$ cat config.mk
export PLATFORM = sky130hd
export DESIGN_NAME = i2cs_slave
export DESIGN_NICKNAME = d
export VERILOG_FILES = /design/src/rtl/i2cs_pkg.sv /design/src/rtl/i2cs_slave.sv
export SDC_FILE = /design/constraint.sdc
export NUM_CORES = 1
export LEC_CHECK = 0
export BUFFER_PORTS_ARGS = -buffer_cell sky130_fd_sc_hd__clkbuf_2
export CORE_MARGIN = 4
export CORE_UTILIZATION = 54
export DETAILED_ROUTE_END_ITERATION = 7
export HOLD_SLACK_MARGIN = 0.05
export PLACE_DENSITY_LB_ADDON = 0.12
export SETUP_SLACK_MARGIN = 0.3
export SYNTH_ARGS = -nofsm -noshare
export SYNTH_HDL_FRONTEND = slang
export SYNTH_SLANG_ARGS = --single-unit
$ cat constraint.sdc
create_clock -name clk_sys -period 2.7 [get_ports clk_sys]
set_input_delay 0.81 -clock clk_sys [delete_from_list [all_inputs] [get_ports clk_sys]]
set_output_delay 0.81 -clock clk_sys [all_outputs]
set_load 0.01 [all_outputs]
$ cat src/rtl/i2cs_pkg.sv
// Package: register map, field positions and types of the two-wire slave block
package i2cs_pkg;

    // ------------------------------------------------------------------
    // Register indices; byte address is four times the index
    // ------------------------------------------------------------------
    localparam logic [5:0] IDX_SLAVE_COMMAND_REG = 6'h0A;
    localparam logic [5:0] IDX_SLAVE_FLAGS       = 6'h0B;
    localparam logic [5:0] IDX_OWN_MATCH_ADDRESS = 6'h0C;
    localparam logic [5:0] IDX_SLAVE_SHIFT_DATA  = 6'h0D;
    localparam logic [5:0] IDX_SLAVE_CONTROL     = 6'h10;

    // ------------------------------------------------------------------
    // Field positions
    // ------------------------------------------------------------------
    localparam int CMD_LSB         = 0;
    localparam int ACK_CHOICE_BIT  = 2;
    localparam int FLG_DATA        = 7;
    localparam int FLG_MATCH_STOP  = 6;
    localparam int FLG_CONFLICT    = 3;
    localparam int FLG_BUS_FAULT   = 2;
    localparam int CTL_SLAVE_EN    = 0;
    localparam int CTL_STOP_FLAG   = 1;
    localparam int CTL_MASTER_EN   = 2;
    localparam int ADDR_GC_BIT     = 0;

    // ------------------------------------------------------------------
    // Reset values and counts
    // ------------------------------------------------------------------
    localparam logic [7:0] RST_SLAVE_FLAGS       = 8'h00;
    localparam logic [7:0] RST_OWN_MATCH_ADDRESS = 8'h00;
    localparam logic [7:0] RST_SLAVE_CONTROL     = 8'h00;
    localparam logic [7:0] RST_SHIFT_DATA        = 8'h00;
    localparam logic [3:0] BITS_PER_BYTE         = 4'h8;
    localparam logic [6:0] GENERAL_CALL_ADDR     = 7'h00;

    typedef enum logic [1:0] {
        no_action_cmd            = 2'h0,
        reserved_cmd             = 2'h1,
        complete_transaction_cmd = 2'h2,
        response_cmd             = 2'h3
    } i2cs_cmd_t;

    typedef enum {
        ST_IDLE, ST_ADDR, ST_ADDR_HOLD, ST_ACK_OUT, ST_RX, ST_TX, ST_GET_ACK,
        ST_DATA_HOLD, ST_WAIT_START
    } i2cs_state_t;

    // Status register image, bit 7 down to bit 0
    typedef struct packed {
        logic slave_data_flag;
        logic match_or_stop_flag;
        logic scl_stretch_flag;
        logic received_ack_bit;
        logic drive_conflict_flag;
        logic bus_fault_flag;
        logic direction;
        logic match_stop_cause;
    } i2cs_status_t;

endpackage : i2cs_pkg

$ cat src/rtl/i2cs_slave.sv
// Two-wire slave command and status logic with an APB register slave
module i2cs_slave (
    input  wire logic        clk_sys,
    input  wire logic        rst,
    input  wire logic        psel,
    input  wire logic        penable,
    input  wire logic        pwrite,
    input  wire logic [7:0]  paddr,
    input  wire logic [31:0] pwdata,
    output logic      [31:0] prdata,
    output logic             pready,
    output logic             pslverr,
    input  wire logic        scl_i,
    output logic             scl_o,
    output logic             scl_oe,
    input  wire logic        sda_i,
    output logic             sda_o,
    output logic             sda_oe
);

    // ------------------------------------------------------------------
    // Pin synchronisers and bus condition detection
    // ------------------------------------------------------------------
    logic [1:0] scl_sync_r;
    logic [1:0] sda_sync_r;
    logic       scl_d_r;
    logic       sda_d_r;
    logic       scl_rise;
    logic       scl_fall;
    logic       start_det;
    logic       stop_det;

    always_ff @(posedge clk_sys) begin
        if (rst) begin
            scl_sync_r <= 2'h3;
            sda_sync_r <= 2'h3;
            scl_d_r    <= 1'b1;
            sda_d_r    <= 1'b1;
        end else begin
            scl_sync_r <= {scl_sync_r[0], scl_i};
            sda_sync_r <= {sda_sync_r[0], sda_i};
            scl_d_r    <= scl_sync_r[1];
            sda_d_r    <= sda_sync_r[1];
        end
    end

    assign scl_rise  = scl_sync_r[1] & ~scl_d_r;
    assign scl_fall  = ~scl_sync_r[1] & scl_d_r;
    assign start_det = scl_sync_r[1] & scl_d_r & sda_d_r & ~sda_sync_r[1];
    assign stop_det  = scl_sync_r[1] & scl_d_r & ~sda_d_r & sda_sync_r[1];

    // ------------------------------------------------------------------
    // APB decode
    // ------------------------------------------------------------------
    logic [5:0] idx;
    logic       acc;
    logic       mapped;
    logic       wr_cmd;
    logic       wr_stat;
    logic       wr_addr;
    logic       wr_ctl;
    logic       data_acc;
    logic       wr_data;

    assign idx      = paddr[7:2];
    assign mapped   = (idx == i2cs_pkg::IDX_SLAVE_COMMAND_REG) |
                      (idx == i2cs_pkg::IDX_SLAVE_FLAGS) |
                      (idx == i2cs_pkg::IDX_OWN_MATCH_ADDRESS) |
                      (idx == i2cs_pkg::IDX_SLAVE_SHIFT_DATA) |
                      (idx == i2cs_pkg::IDX_SLAVE_CONTROL);
    assign acc      = psel & penable;
    assign pready   = 1'b1;
    assign pslverr  = acc & ~mapped;
    assign wr_cmd   = acc & pwrite & (idx == i2cs_pkg::IDX_SLAVE_COMMAND_REG);
    assign wr_stat  = acc & pwrite & (idx == i2cs_pkg::IDX_SLAVE_FLAGS);
    assign wr_addr  = acc & pwrite & (idx == i2cs_pkg::IDX_OWN_MATCH_ADDRESS);
    assign wr_ctl   = acc & pwrite & (idx == i2cs_pkg::IDX_SLAVE_CONTROL);
    assign data_acc = acc & (idx == i2cs_pkg::IDX_SLAVE_SHIFT_DATA);
    assign wr_data  = data_acc & pwrite;

    // ------------------------------------------------------------------
    // Software registers
    // ------------------------------------------------------------------
    logic       ack_choice_r;
    logic [7:0] own_match_address_r;
    logic [7:0] slave_control_r;
    logic       ack_eff;
    i2cs_pkg::i2cs_cmd_t slave_command;
    logic       cmd_go;

    // Same write may carry a new ack choice and a command
    assign ack_eff       = wr_cmd ? pwdata[i2cs_pkg::ACK_CHOICE_BIT] : ack_choice_r;
    assign slave_command = i2cs_pkg::i2cs_cmd_t'(pwdata[i2cs_pkg::CMD_LSB +: 2]);
    // Codes 0 and 1 start nothing
    assign cmd_go        = wr_cmd & slave_command[1];

    always_ff @(posedge clk_sys) begin
        if (rst) begin
            ack_choice_r        <= 1'b0;
            own_match_address_r <= i2cs_pkg::RST_OWN_MATCH_ADDRESS;
            slave_control_r     <= i2cs_pkg::RST_SLAVE_CONTROL;
        end else begin
            if (wr_cmd) begin
                ack_choice_r <= pwdata[i2cs_pkg::ACK_CHOICE_BIT];
            end
            if (wr_addr) begin
                own_match_address_r <= pwdata[7:0];
            end
            if (wr_ctl) begin
                slave_control_r <= {5'h00, pwdata[2:0]};
            end
        end
    end

    // ------------------------------------------------------------------
    // Slave bus engine
    // ------------------------------------------------------------------
    i2cs_pkg::i2cs_state_t state_r;
    i2cs_pkg::i2cs_state_t after_ack_r;
    logic [7:0] shift_r;
    logic [3:0] bitcnt_r;
    logic       ack_sel_r;
    logic       dir_r;
    logic       received_ack_bit_r;
    logic       dif_r;
    logic       match_or_stop_flag_r;
    logic       cause_r;
    logic       drive_conflict_flag_r;
    logic       bus_fault_flag_r;
    logic       hold_r;
    logic       slave_en;
    logic       stop_en;
    logic       mst_en;
    logic       holding;
    logic       go;
    logic       addr_match;
    logic       dif_set;
    logic       match_or_stop_flag_set;
    logic       drive_conflict_flag_set;
    logic       bus_fault_flag_set;
    logic       sw_clear;
    logic       mid_byte;

    assign slave_en = slave_control_r[i2cs_pkg::CTL_SLAVE_EN];
    assign stop_en  = slave_control_r[i2cs_pkg::CTL_STOP_FLAG];
    assign mst_en   = slave_control_r[i2cs_pkg::CTL_MASTER_EN];
    assign holding  = (state_r == i2cs_pkg::ST_ADDR_HOLD) | (state_r == i2cs_pkg::ST_DATA_HOLD);
    // A data register access continues the transfer like a response command
    assign go       = holding & (cmd_go | data_acc);
    // Valid command or data access clears the data, match/stop and stretch flags
    assign sw_clear = cmd_go | data_acc;
    assign addr_match = (shift_r[7:1] == own_match_address_r[7:1]) |
                        (own_match_address_r[i2cs_pkg::ADDR_GC_BIT] &
                         (shift_r[7:1] == i2cs_pkg::GENERAL_CALL_ADDR));
    assign mid_byte = ((state_r == i2cs_pkg::ST_ADDR) | (state_r == i2cs_pkg::ST_RX) |
                       (state_r == i2cs_pkg::ST_TX)) & (bitcnt_r != 4'h0);

    always_ff @(posedge clk_sys) begin
        if (rst) begin
            state_r     <= i2cs_pkg::ST_IDLE;
            after_ack_r <= i2cs_pkg::ST_WAIT_START;
            shift_r     <= i2cs_pkg::RST_SHIFT_DATA;
            bitcnt_r    <= 4'h0;
            ack_sel_r   <= 1'b0;
            dir_r       <= 1'b0;
            received_ack_bit_r     <= 1'b0;
        end else if (!slave_en) begin
            state_r  <= i2cs_pkg::ST_IDLE;
            bitcnt_r <= 4'h0;
        end else if (stop_det) begin
            state_r <= i2cs_pkg::ST_IDLE;
        end else if (start_det) begin
            state_r  <= i2cs_pkg::ST_ADDR;
            bitcnt_r <= 4'h0;
        end else begin
            if (wr_data && holding) begin
                shift_r <= pwdata[7:0];
            end
            case (state_r)
                i2cs_pkg::ST_ADDR: begin
                    if (scl_rise) begin
                        shift_r  <= {shift_r[6:0], sda_sync_r[1]};
                        bitcnt_r <= bitcnt_r + 4'h1;
                    end else if (scl_fall && bitcnt_r == i2cs_pkg::BITS_PER_BYTE) begin
                        bitcnt_r <= 4'h0;
                        if (addr_match) begin
                            dir_r   <= shift_r[0];
                            state_r <= i2cs_pkg::ST_ADDR_HOLD;
                        end else begin
                            state_r <= i2cs_pkg::ST_WAIT_START;
                        end
                    end
                end
                i2cs_pkg::ST_ADDR_HOLD, i2cs_pkg::ST_DATA_HOLD: begin
                    ack_sel_r <= ack_eff;
                    if (go && slave_command == i2cs_pkg::complete_transaction_cmd && !data_acc) begin
                        after_ack_r <= i2cs_pkg::ST_WAIT_START;
                        state_r     <= dir_r ? i2cs_pkg::ST_WAIT_START
                                             : i2cs_pkg::ST_ACK_OUT;
                    end else if (go && state_r == i2cs_pkg::ST_ADDR_HOLD) begin
                        state_r     <= i2cs_pkg::ST_ACK_OUT;
                        after_ack_r <= (dir_r && !ack_eff) ? i2cs_pkg::ST_DATA_HOLD
                                     : (dir_r ? i2cs_pkg::ST_WAIT_START : i2cs_pkg::ST_RX);
                    end else if (go) begin
                        after_ack_r <= i2cs_pkg::ST_RX;
                        state_r     <= dir_r ? i2cs_pkg::ST_TX : i2cs_pkg::ST_ACK_OUT;
                    end
                end
                i2cs_pkg::ST_ACK_OUT: begin
                    if (scl_fall) begin
                        state_r <= after_ack_r;
                    end
                end
                i2cs_pkg::ST_RX: begin
                    if (scl_rise) begin
                        shift_r  <= {shift_r[6:0], sda_sync_r[1]};
                        bitcnt_r <= bitcnt_r + 4'h1;
                    end else if (scl_fall && bitcnt_r == i2cs_pkg::BITS_PER_BYTE) begin
                        bitcnt_r <= 4'h0;
                        state_r  <= i2cs_pkg::ST_DATA_HOLD;
                    end
                end
                i2cs_pkg::ST_TX: begin
                    if (scl_fall) begin
                        shift_r  <= {shift_r[6:0], 1'b1};
                        bitcnt_r <= bitcnt_r + 4'h1;
                        if (bitcnt_r == i2cs_pkg::BITS_PER_BYTE - 4'h1) begin
                            bitcnt_r <= 4'h0;
                            state_r  <= i2cs_pkg::ST_GET_ACK;
                        end
                    end
                end
                i2cs_pkg::ST_GET_ACK: begin
                    if (scl_rise) begin
                        received_ack_bit_r <= sda_sync_r[1];
                    end else if (scl_fall) begin
                        state_r <= i2cs_pkg::ST_DATA_HOLD;
                    end
                end
                i2cs_pkg::ST_IDLE, i2cs_pkg::ST_WAIT_START: begin
                    bitcnt_r <= 4'h0;
                end
                default: begin
                    state_r <= i2cs_pkg::ST_IDLE;
                end
            endcase
        end
    end

    // ------------------------------------------------------------------
    // Flag set events
    // ------------------------------------------------------------------
    logic hold_enter;

    assign match_or_stop_flag_set   = slave_en & ~stop_det & ~start_det & (state_r == i2cs_pkg::ST_ADDR) &
                        scl_fall & (bitcnt_r == i2cs_pkg::BITS_PER_BYTE) & addr_match;
    assign dif_set    = slave_en & ~stop_det & ~start_det & scl_fall &
                        (((state_r == i2cs_pkg::ST_RX) &
                          (bitcnt_r == i2cs_pkg::BITS_PER_BYTE)) |
                         (state_r == i2cs_pkg::ST_GET_ACK) |
                         ((state_r == i2cs_pkg::ST_ACK_OUT) &
                          (after_ack_r == i2cs_pkg::ST_DATA_HOLD)));
    assign hold_enter = match_or_stop_flag_set | dif_set;
    // Wanted to release SDA high but saw it low
    assign drive_conflict_flag_set   = scl_rise & ~sda_sync_r[1] & ~sda_oe &
                        (((state_r == i2cs_pkg::ST_TX) & shift_r[7]) |
                         ((state_r == i2cs_pkg::ST_ACK_OUT) & ack_sel_r));
    assign bus_fault_flag_set = mst_en & ((start_det & mid_byte) |
                        (stop_det & (mid_byte | ((state_r == i2cs_pkg::ST_ADDR) &
                                                 (bitcnt_r == 4'h0)))));

    always_ff @(posedge clk_sys) begin
        if (rst) begin
            dif_r  <= i2cs_pkg::RST_SLAVE_FLAGS[i2cs_pkg::FLG_DATA];
            match_or_stop_flag_r <= i2cs_pkg::RST_SLAVE_FLAGS[i2cs_pkg::FLG_MATCH_STOP];
        end else begin
            if (dif_set) begin
                dif_r <= 1'b1;
            end else if (sw_clear || (wr_stat && pwdata[i2cs_pkg::FLG_DATA])) begin
                dif_r <= 1'b0;
            end
            if (match_or_stop_flag_set || (stop_det && stop_en && slave_en)) begin
                match_or_stop_flag_r <= 1'b1;
            end else if (sw_clear || (wr_stat && pwdata[i2cs_pkg::FLG_MATCH_STOP])) begin
                match_or_stop_flag_r <= 1'b0;
            end
        end
    end

    always_ff @(posedge clk_sys) begin
        if (rst) begin
            cause_r <= 1'b0;
        end else if (match_or_stop_flag_set) begin
            cause_r <= 1'b1;
        end else if (stop_det && stop_en && slave_en) begin
            cause_r <= 1'b0;
        end
    end

    always_ff @(posedge clk_sys) begin
        if (rst) begin
            drive_conflict_flag_r   <= i2cs_pkg::RST_SLAVE_FLAGS[i2cs_pkg::FLG_CONFLICT];
            bus_fault_flag_r <= i2cs_pkg::RST_SLAVE_FLAGS[i2cs_pkg::FLG_BUS_FAULT];
        end else begin
            if (drive_conflict_flag_set) begin
                drive_conflict_flag_r <= 1'b1;
            end else if (start_det || (wr_stat && pwdata[i2cs_pkg::FLG_CONFLICT])) begin
                drive_conflict_flag_r <= 1'b0;
            end
            if (bus_fault_flag_set) begin
                bus_fault_flag_r <= 1'b1;
            end else if (wr_stat && pwdata[i2cs_pkg::FLG_BUS_FAULT]) begin
                bus_fault_flag_r <= 1'b0;
            end
        end
    end

    // Stretch lasts until a valid command, data access, data or match/stop flag clear write, start, stop or slave disable
    always_ff @(posedge clk_sys) begin
        if (rst) begin
            hold_r <= 1'b0;
        end else if (hold_enter) begin
            hold_r <= 1'b1;
        end else if (sw_clear || stop_det || start_det || !slave_en ||
                     (wr_stat && (pwdata[i2cs_pkg::FLG_DATA] ||
                                  pwdata[i2cs_pkg::FLG_MATCH_STOP]))) begin
            hold_r <= 1'b0;
        end
    end

    // ------------------------------------------------------------------
    // Pin drive and read data
    // ------------------------------------------------------------------
    i2cs_pkg::i2cs_status_t status;

    assign status = '{slave_data_flag:     dif_r,
                      match_or_stop_flag:  match_or_stop_flag_r,
                      scl_stretch_flag:    hold_r,
                      received_ack_bit:    received_ack_bit_r,
                      drive_conflict_flag: drive_conflict_flag_r,
                      bus_fault_flag:      bus_fault_flag_r,
                      direction:           dir_r,
                      match_stop_cause:    cause_r};

    assign scl_o  = 1'b0;
    assign sda_o  = 1'b0;
    assign scl_oe = hold_r;
    // After a collision the slave drives no low level on SDA
    assign sda_oe = ~drive_conflict_flag_r & (((state_r == i2cs_pkg::ST_ACK_OUT) & ~ack_sel_r) |
                               ((state_r == i2cs_pkg::ST_TX) & ~shift_r[7]));

    logic [31:0] prdata_r;

    always_ff @(posedge clk_sys) begin
        if (rst) begin
            prdata_r <= 32'h0000_0000;
        end else if (psel && !penable && !pwrite) begin
            case (idx)
                i2cs_pkg::IDX_SLAVE_COMMAND_REG: prdata_r <= {29'h0, ack_choice_r, 2'h0};
                i2cs_pkg::IDX_SLAVE_FLAGS:       prdata_r <= {24'h0, status};
                i2cs_pkg::IDX_OWN_MATCH_ADDRESS: prdata_r <= {24'h0, own_match_address_r};
                i2cs_pkg::IDX_SLAVE_SHIFT_DATA:  prdata_r <= {24'h0, shift_r};
                i2cs_pkg::IDX_SLAVE_CONTROL:     prdata_r <= {24'h0, slave_control_r};
                default:                         prdata_r <= 32'h0000_0000;
            endcase
        end
    end

    assign prdata = prdata_r;

    // ------------------------------------------------------------------
    // Checks
    // ------------------------------------------------------------------
    a_cmd_reads_zero: assert property (@(posedge clk_sys) disable iff (rst)
        acc && !pwrite && idx == i2cs_pkg::IDX_SLAVE_COMMAND_REG |-> prdata[1:0] == 2'h0)
        else $error("command field read back nonzero");

    a_reserved_no_effect: assert property (@(posedge clk_sys) disable iff (rst)
        wr_cmd && !slave_command[1] && holding && slave_en && !start_det && !stop_det
        |=> state_r == $past(state_r) && hold_r == $past(hold_r) &&
            dif_r == $past(dif_r) && match_or_stop_flag_r == $past(match_or_stop_flag_r))
        else $error("reserved or no-action command changed bus state");

    a_dif_write_one: assert property (@(posedge clk_sys) disable iff (rst)
        wr_stat && pwdata[7] && !dif_set |=> !dif_r)
        else $error("writing one did not clear data flag");

    a_dif_write_zero: assert property (@(posedge clk_sys) disable iff (rst)
        wr_stat && !pwdata[7] && dif_r && !sw_clear |=> dif_r)
        else $error("writing zero changed data flag");

    a_stretch_release: assert property (@(posedge clk_sys) disable iff (rst)
        go && !hold_enter && !stop_det |=> !scl_oe && !dif_r && !match_or_stop_flag_r)
        else $error("command did not release clock stretch");

    a_drive_conflict_flag_start_clr: assert property (@(posedge clk_sys) disable iff (rst)
        start_det && !drive_conflict_flag_set |=> !drive_conflict_flag_r)
        else $error("collision flag survived a start");

    a_stop_gated: assert property (@(posedge clk_sys) disable iff (rst)
        stop_det && !stop_en && !match_or_stop_flag_r |=> !match_or_stop_flag_r)
        else $error("stop set flag while stop flag disabled");

    a_stop_cause: assert property (@(posedge clk_sys) disable iff (rst)
        stop_det && stop_en && slave_en |=> match_or_stop_flag_r && !cause_r)
        else $error("stop did not flag with cause zero");

    a_fault_gated: assert property (@(posedge clk_sys) disable iff (rst)
        !mst_en && !bus_fault_flag_r |=> !bus_fault_flag_r)
        else $error("bus fault set while master disabled");

    a_drive_conflict_flag_no_drive: assert property (@(posedge clk_sys) disable iff (rst)
        drive_conflict_flag_r |-> !sda_oe)
        else $error("slave drove sda low after collision");

endmodule : i2cs_slave

# Yosys cells after proc, flatten, opt, wreduce, memory -nomap -nowiden
# Cells that the tools add are included.
# totals
reg_bits,135
out_inout_bits,38
# op_classes
addsub,1
eq_ne,47
muxes,46
n_bitwise,72
reduce_logical,55
# ops
cell,count
$mux 32,15
$pmux 32 s7,1
$eq 32x3->1 const B,6
$eq 32x4->1 const B,6
$eq 32x2->1 const B,3
$and 1x1->1,42
$pmux 8 s5,1
$mux 4,9
$eq 32x1->1 const B,1
$logic_not 32->1,1
$ne 3x3->1 const B,9
$eq 6x4->1 const B,4
$mux 8,3
$reduce_and 11->1,2
$ne 2x2->1 const B,10
$or 1x1->1,16
$pmux 8 s2,1
$logic_and 1x1->1,15
$mux 1,14
$not 1->1,14
$pmux 4 s3,1
$reduce_bool 2->1,6
$reduce_and 5->1,2
$logic_or 1x1->1,9
other kinds (21),30

# Logic depth before layout (Yosys ltp)
# logic_depth
ltp_word,12
ltp_mapped,8
depth_no_buf,8

# Worst setup path before layout
# OpenSTA, ideal clock, no wires.
# synth_path
path_type,input -> register
startpoint,input port paddr[6]
endpoint,register after_ack_r[3]
arrival_ps,2193
t_required_ps,2579
path_slack_ps,385
stages,6
cell_sequence,nor4b_2 and4_4 o21bai_4 or4_4 a41oi_2 a21oi_1
# synth_between
elab_chain_cells,9
word_cells_on_any_way,19
classes_between,2 x eq/ne; 4 x mux; 5 x bitwise; 8 x reduce/logical
# synth_rtl
element,line,source
"start, declared",i2cs_slave.sv:8,"input wire logic [7:0] paddr,"
$eq 6x4->1,i2cs_slave.sv:74,assign wr_cmd = acc & pwrite & (idx == i2cs_pkg::IDX_SLAVE_COMMAND_REG);
$and 1x1->1,i2cs_slave.sv:74,
$and 1x1->1,i2cs_slave.sv:95,assign cmd_go = wr_cmd & slave_command[1];
$or 1x1->1,i2cs_slave.sv:149,assign go = holding & (cmd_go | data_acc);
$and 1x1->1,i2cs_slave.sv:149,
$logic_and 1x1->1 (2 in series),i2cs_slave.sv:196,if (go && slave_command == i2cs_pkg::complete_transaction_cmd && !data_acc) begin
$reduce_bool 3->1 (no line),--,
$reduce_and 5->1 (no line),--,
"end signal, assigned",i2cs_slave.sv:197,after_ack_r <= i2cs_pkg::ST_WAIT_START;
"end signal, assigned",i2cs_slave.sv:202,after_ack_r <= (dir_r && !ack_eff) ? i2cs_pkg::ST_DATA_HOLD
"end signal, assigned",i2cs_slave.sv:205,after_ack_r <= i2cs_pkg::ST_RX;
"end, declared",i2cs_slave.sv:119,i2cs_pkg::i2cs_state_t after_ack_r;
# Parallel ways exist; a longest one is shown, timed or not.
# A chain may end at the register's enable or synchronous reset.

# Worst setup path after layout
# layout_path
startpoint,register state_r[3]
endpoint,output port sda_oe
# layout_between
elab_chain_cells,4
word_cells_on_any_way,6
classes_between,2 x eq/ne; 4 x bitwise
# layout_rtl
element,line,source
"start, declared",i2cs_slave.sv:118,i2cs_pkg::i2cs_state_t state_r;
"start signal, assigned",i2cs_slave.sv:160,state_r <= i2cs_pkg::ST_IDLE;
"start signal, assigned",i2cs_slave.sv:168,state_r <= i2cs_pkg::ST_IDLE;
"start signal, assigned",i2cs_slave.sv:171,state_r <= i2cs_pkg::ST_IDLE;
$eq 32x3->1 or $eq 32x4->1 (tied branches),"i2cs_slave.sv:349, i2cs_slave.sv:350",
"$and 1x1->1, on equally long branches","i2cs_slave.sv:349, i2cs_slave.sv:350",
$or 1x1->1 *,i2cs_slave.sv:349,assign sda_oe = ~drive_conflict_flag_r & (((state_r == i2cs_pkg::ST_ACK_OUT) & ~ack_sel_r) |
$and 1x1->1 *,i2cs_slave.sv:349,
"end, declared",i2cs_slave.sv:18,output logic sda_oe
# Mark *: on every way between the ends. The rest lies on a longest branch, timed or not.

==> summary by stage <==
GRT
After global routing the overflow that remains totals 0. The via count of the first global-routing pass came to 2759. The number of antenna violations at the first check in global routing is 0. The wire length of the first global-routing pass is 14200 um. Entering global routing, the biggest net connects 34 pins. The combined global-route utilization of all metal layers is 0.239.

Finish
The sequential standard cell area is between 0.001 and 0.0015 mm2. Summing all multi-input logic gate instances after layout gives 0.00203 mm2. The layout-stage area growth over the synthesis result is 8.85%. The ratio of cells with drive above 1 in the final layout is 0.234. The number of antenna diodes in the final layout is 0. At the end of the flow the core is filled with cells to 0.613. For this run, the post-layout net count is 475.

After filler insertion, the fill cell instance count of the layout stands at ~550.

Floorplanning
The number of placed I/O pins is 85. The initial utilization of the core area, before any placement, comes to 0.563. In this run the vertical extent of the chip is about 87 um. The die covers between 0.007 and 0.008 mm2. The number of rows created at floorplan is 28.

The core outline area is 0.00596 mm2. The die is 86.8 um wide.

Yosys
For this run, the register share of the synthesized area comes to 0.323. The cell with the most instances after synthesis is dfxtp_1. By area the synthesized netlist is led by dfxtp_1 (32%), buf_4 (6.5%), nor2_1 (3.9%). The share of flip-flops with an asynchronous set or reset after synthesis is 0. dfxtp_1 takes more of the synthesized area than any other cell. By count the netlist is led by dfxtp_1 (54), nor2_1 (35), nand2_1 (31). The share of synthesized area in the top cell type comes to 0.323.

The most instantiated flip-flop cell in the synthesis netlist is dfxtp_1. The count of flip-flops with a built-in enable after synthesis is 0. The mean instance size in the synthesized netlist is 8.55 um2. The number of warnings reported in the yosys synthesis log is 0.

After synthesis the cells add up to 0.00335 mm2. The number of library cell types mapped by synthesis is 77. Synthesis produced 392 cells. Counting flops and latches in the post-synthesis netlist gives 54.

Status
The run finished with clean final reports.

STA
The post-layout worst setup margin is 0.337 ns. Between clock sinks in the finished design, the worst skew comes to between 0.01 and 0.015 ns. The smallest clock period supported by the final layout is computed as 2.36 ns. The final-report hold violation count is 0.

The worst pin sits at a relative slew slack of 0.510. At the pin with the least slew margin, the transition time is 0.734 ns. Setup repair after global routing left no endpoint under its margin. In the final timing run, aggregate negative setup slack is 0 ns. The final worst hold slack is between 0.4 and 0.5 ns. The count of endpoints failing setup in the final report is 0.

Dividing the final minimum period by the clock period gives 0.875. The max-slew violation count was 0. Based on the critical path, the design can be clocked at up to 423 MHz.

Routing
The routed wire length is between 8000 and 9000 um. The iteration count of the initial detailed-routing pass is 6. The DRC violation count after routing is 0.

The count of nets left with antenna violations after detail routing is 0. The DRC violation total after the first TritonRoute iteration is 344. Using the TritonRoute via totals, the vias-per-cell ratio works out to around 6.1. In the final routed layout, each cell accounts on average for ~17 um. The total via count after detailed routing is slightly above 3000.

Place
The placed wire-length estimate after detailed placement is between 6000 and 7000 um. The count of buffers from port buffering is 31. Routability-driven placement finished with a final weighted congestion of just over 0.9. Timing analysis after detailed placement gives a worst setup slack of 0.107 ns.

Worst setup path
The critical path starts at state_r[3]$_SDFFE_PP0P_. The slowest cell on the critical path is dfxtp_4. The critical-path maximum fanout is 6.

The critical path goes through nand2b_4, nor3_2, buf_4, nand2b_1, a21oi_2, clkbuf_2. The data required time at the worst endpoint is 1.89 ns. The startpoint-to-endpoint class of the critical path is reg -> out. On the worst path, the slowest cell contributes a delay of 0.40 ns. The critical path's top delay family is flip-flops. The reg-to-reg critical path startpoint is scl_sync_r[1]$_SDFF_PP1_. The critical path contains buffers and inverters numbering 2 combined. The sort of element at the start of the critical path is a flop. The data arrival time of the critical path is 1.55 ns. STA classifies the critical path endpoint as an output pin.

Clocking
After clock tree synthesis, the clock-pin slew on the worst setup and hold paths is 0.11 ns. The cell chosen for the clock root is clkbuf_8. The number of sinks on the clock net is 54. No sink is reached through more buffers than the 2 on the longest clock path. The TritonCTS clock tree is yes. The source-to-sink clock delay at the later pin of the worst-skew pair is around 0.32 ns. The number of buffers created by CTS is 5. The H-tree was split into 2 levels.

Power
The total chip power is 0.00151 W. In this run the power spent charging and discharging nets is 0.000383 W. The combinational share of power is 0.075.

The power per standard cell area is 414 mW/mm2. The portion of total power attributed to sequential cells is 0.537. The clock network fraction of total power is 0.387.

The fraction of power spent switching nets is 0.254. In this run the static leakage power is 1.34 nW. The largest vdd supply drop is 0.322 mV. Internal power comes to 0.00113 W.

Hold path
The worst hold-check path type is reg -> reg. The hold path startpoint is scl_sync_r[0]$_SDFF_PP1_.

Run
The max-capacitance violation count is 0.
==> logic make-up after synthesis <==
group / count (synthesis) / synth area share
AOI/OAI and AO/OA: 98 / 0.221
xor gates and xnor gates: 9 / 0.0258
adders and majority gates: 2 / 0.00746
buffers and inverters: 53 / 0.110
DFF: 54 / 0.323
muxes: 8 / 0.0246
other: 2 / 0.00224
and+or+nand+nor: 166 / 0.286
==> worst paths after layout <==
| check | endpoint | slack [ns] | cells past startpoint |
|---|---|---|---|
| worst max-delay path | sda_oe | 0.34 | 6 |
| worst min-delay path | scl_sync_r[1]$_SDFF_PP1_ | 0.42 | 1 |
| worst max register to register | shift_r[2]$_SDFFE_PP0P_ | 0.49 | 6 |
| worst min register to register | scl_sync_r[1]$_SDFF_PP1_ | 0.42 | 1 |
==> worst register-to-register path, delay by kind of cell, from the launching register on <==
family | cells | cell delay [ns]
and+or+nand+nor | 3 | 0.63
AOI/OAI and AO/OA | 3 | 0.99
DFF | 1 | 0.50
==> routing by layer <==
layer,GRT usage,vias up,wire length [um],share of wire
met5,0,-,0,0
met4,0.0482,0,78,0.0091
met3,0.0361,9,752,0.088
met2,0.362,178,3770,0.44
met1,0.359,1407,3950,0.46
li1,-,1461,-,-
==> power by group through the flow <==
stage	combinational [W]	sequential, W	clock [W]
finish	0.000114	0.000811	0.000584
global route	0.000126	0.000813	0.000616
CTS	0.000110	0.000812	0.000592
detailed placement	0.000109	0.000831	0
global placement	0.000108	0.000831	0
floorplan	0.0000952	0.000831	0
==> layout by cell type, fill, tap and decap left out, drive strengths merged, types with 8 or more instances in the layout <==
cell type  synthesis  final
a22oi              9      9
dfxtp             54     54
buf               34     17
clkbuf            12     36
a211oi             8      8
nor2              36     36
nand2b            11     11
inv                7      8
conb               2     27
nand3             19     19
nor3              13     13
a222oi             8      8
a21oi             25     25
nand2             32     32
==> repair_timing <==
item,CTS,global route
pin swaps,1,1
endpoints found under the setup margin,1,2
setup buffers,1,1
hold buffers,0,0
resized for setup,8,8
==> state kept, by name, summed over array words and instances (netlist names), 2 cells and up <==
register and count:
own_match_address_r 8, prdata 8, shift_r 8, bitcnt_r 4
state_r 4, after_ack_r 3, slave_control_r 3, scl_sync_r 2
sda_sync_r 2
==> through the flow <==
step,area [um2],instances
after floorplan,3450,417
after global placement,3470,492
after detailed placement,3470,492
after CTS,3620,501
after global routing,3650,502
final,3650,502
==> final cells by class <==
type / instances / share of cell area
multi-input cells: 310 / 0.557
clock inverters: 3 / 0.0134
well taps: 75 / 0.0257
clock buffers: 5 / 0.0189
repair buffers: 48 / 0.0785
flip-flops and latches: 54 / 0.299
inverters: 7 / 0.00720
(Power assumes the default switching activity.)
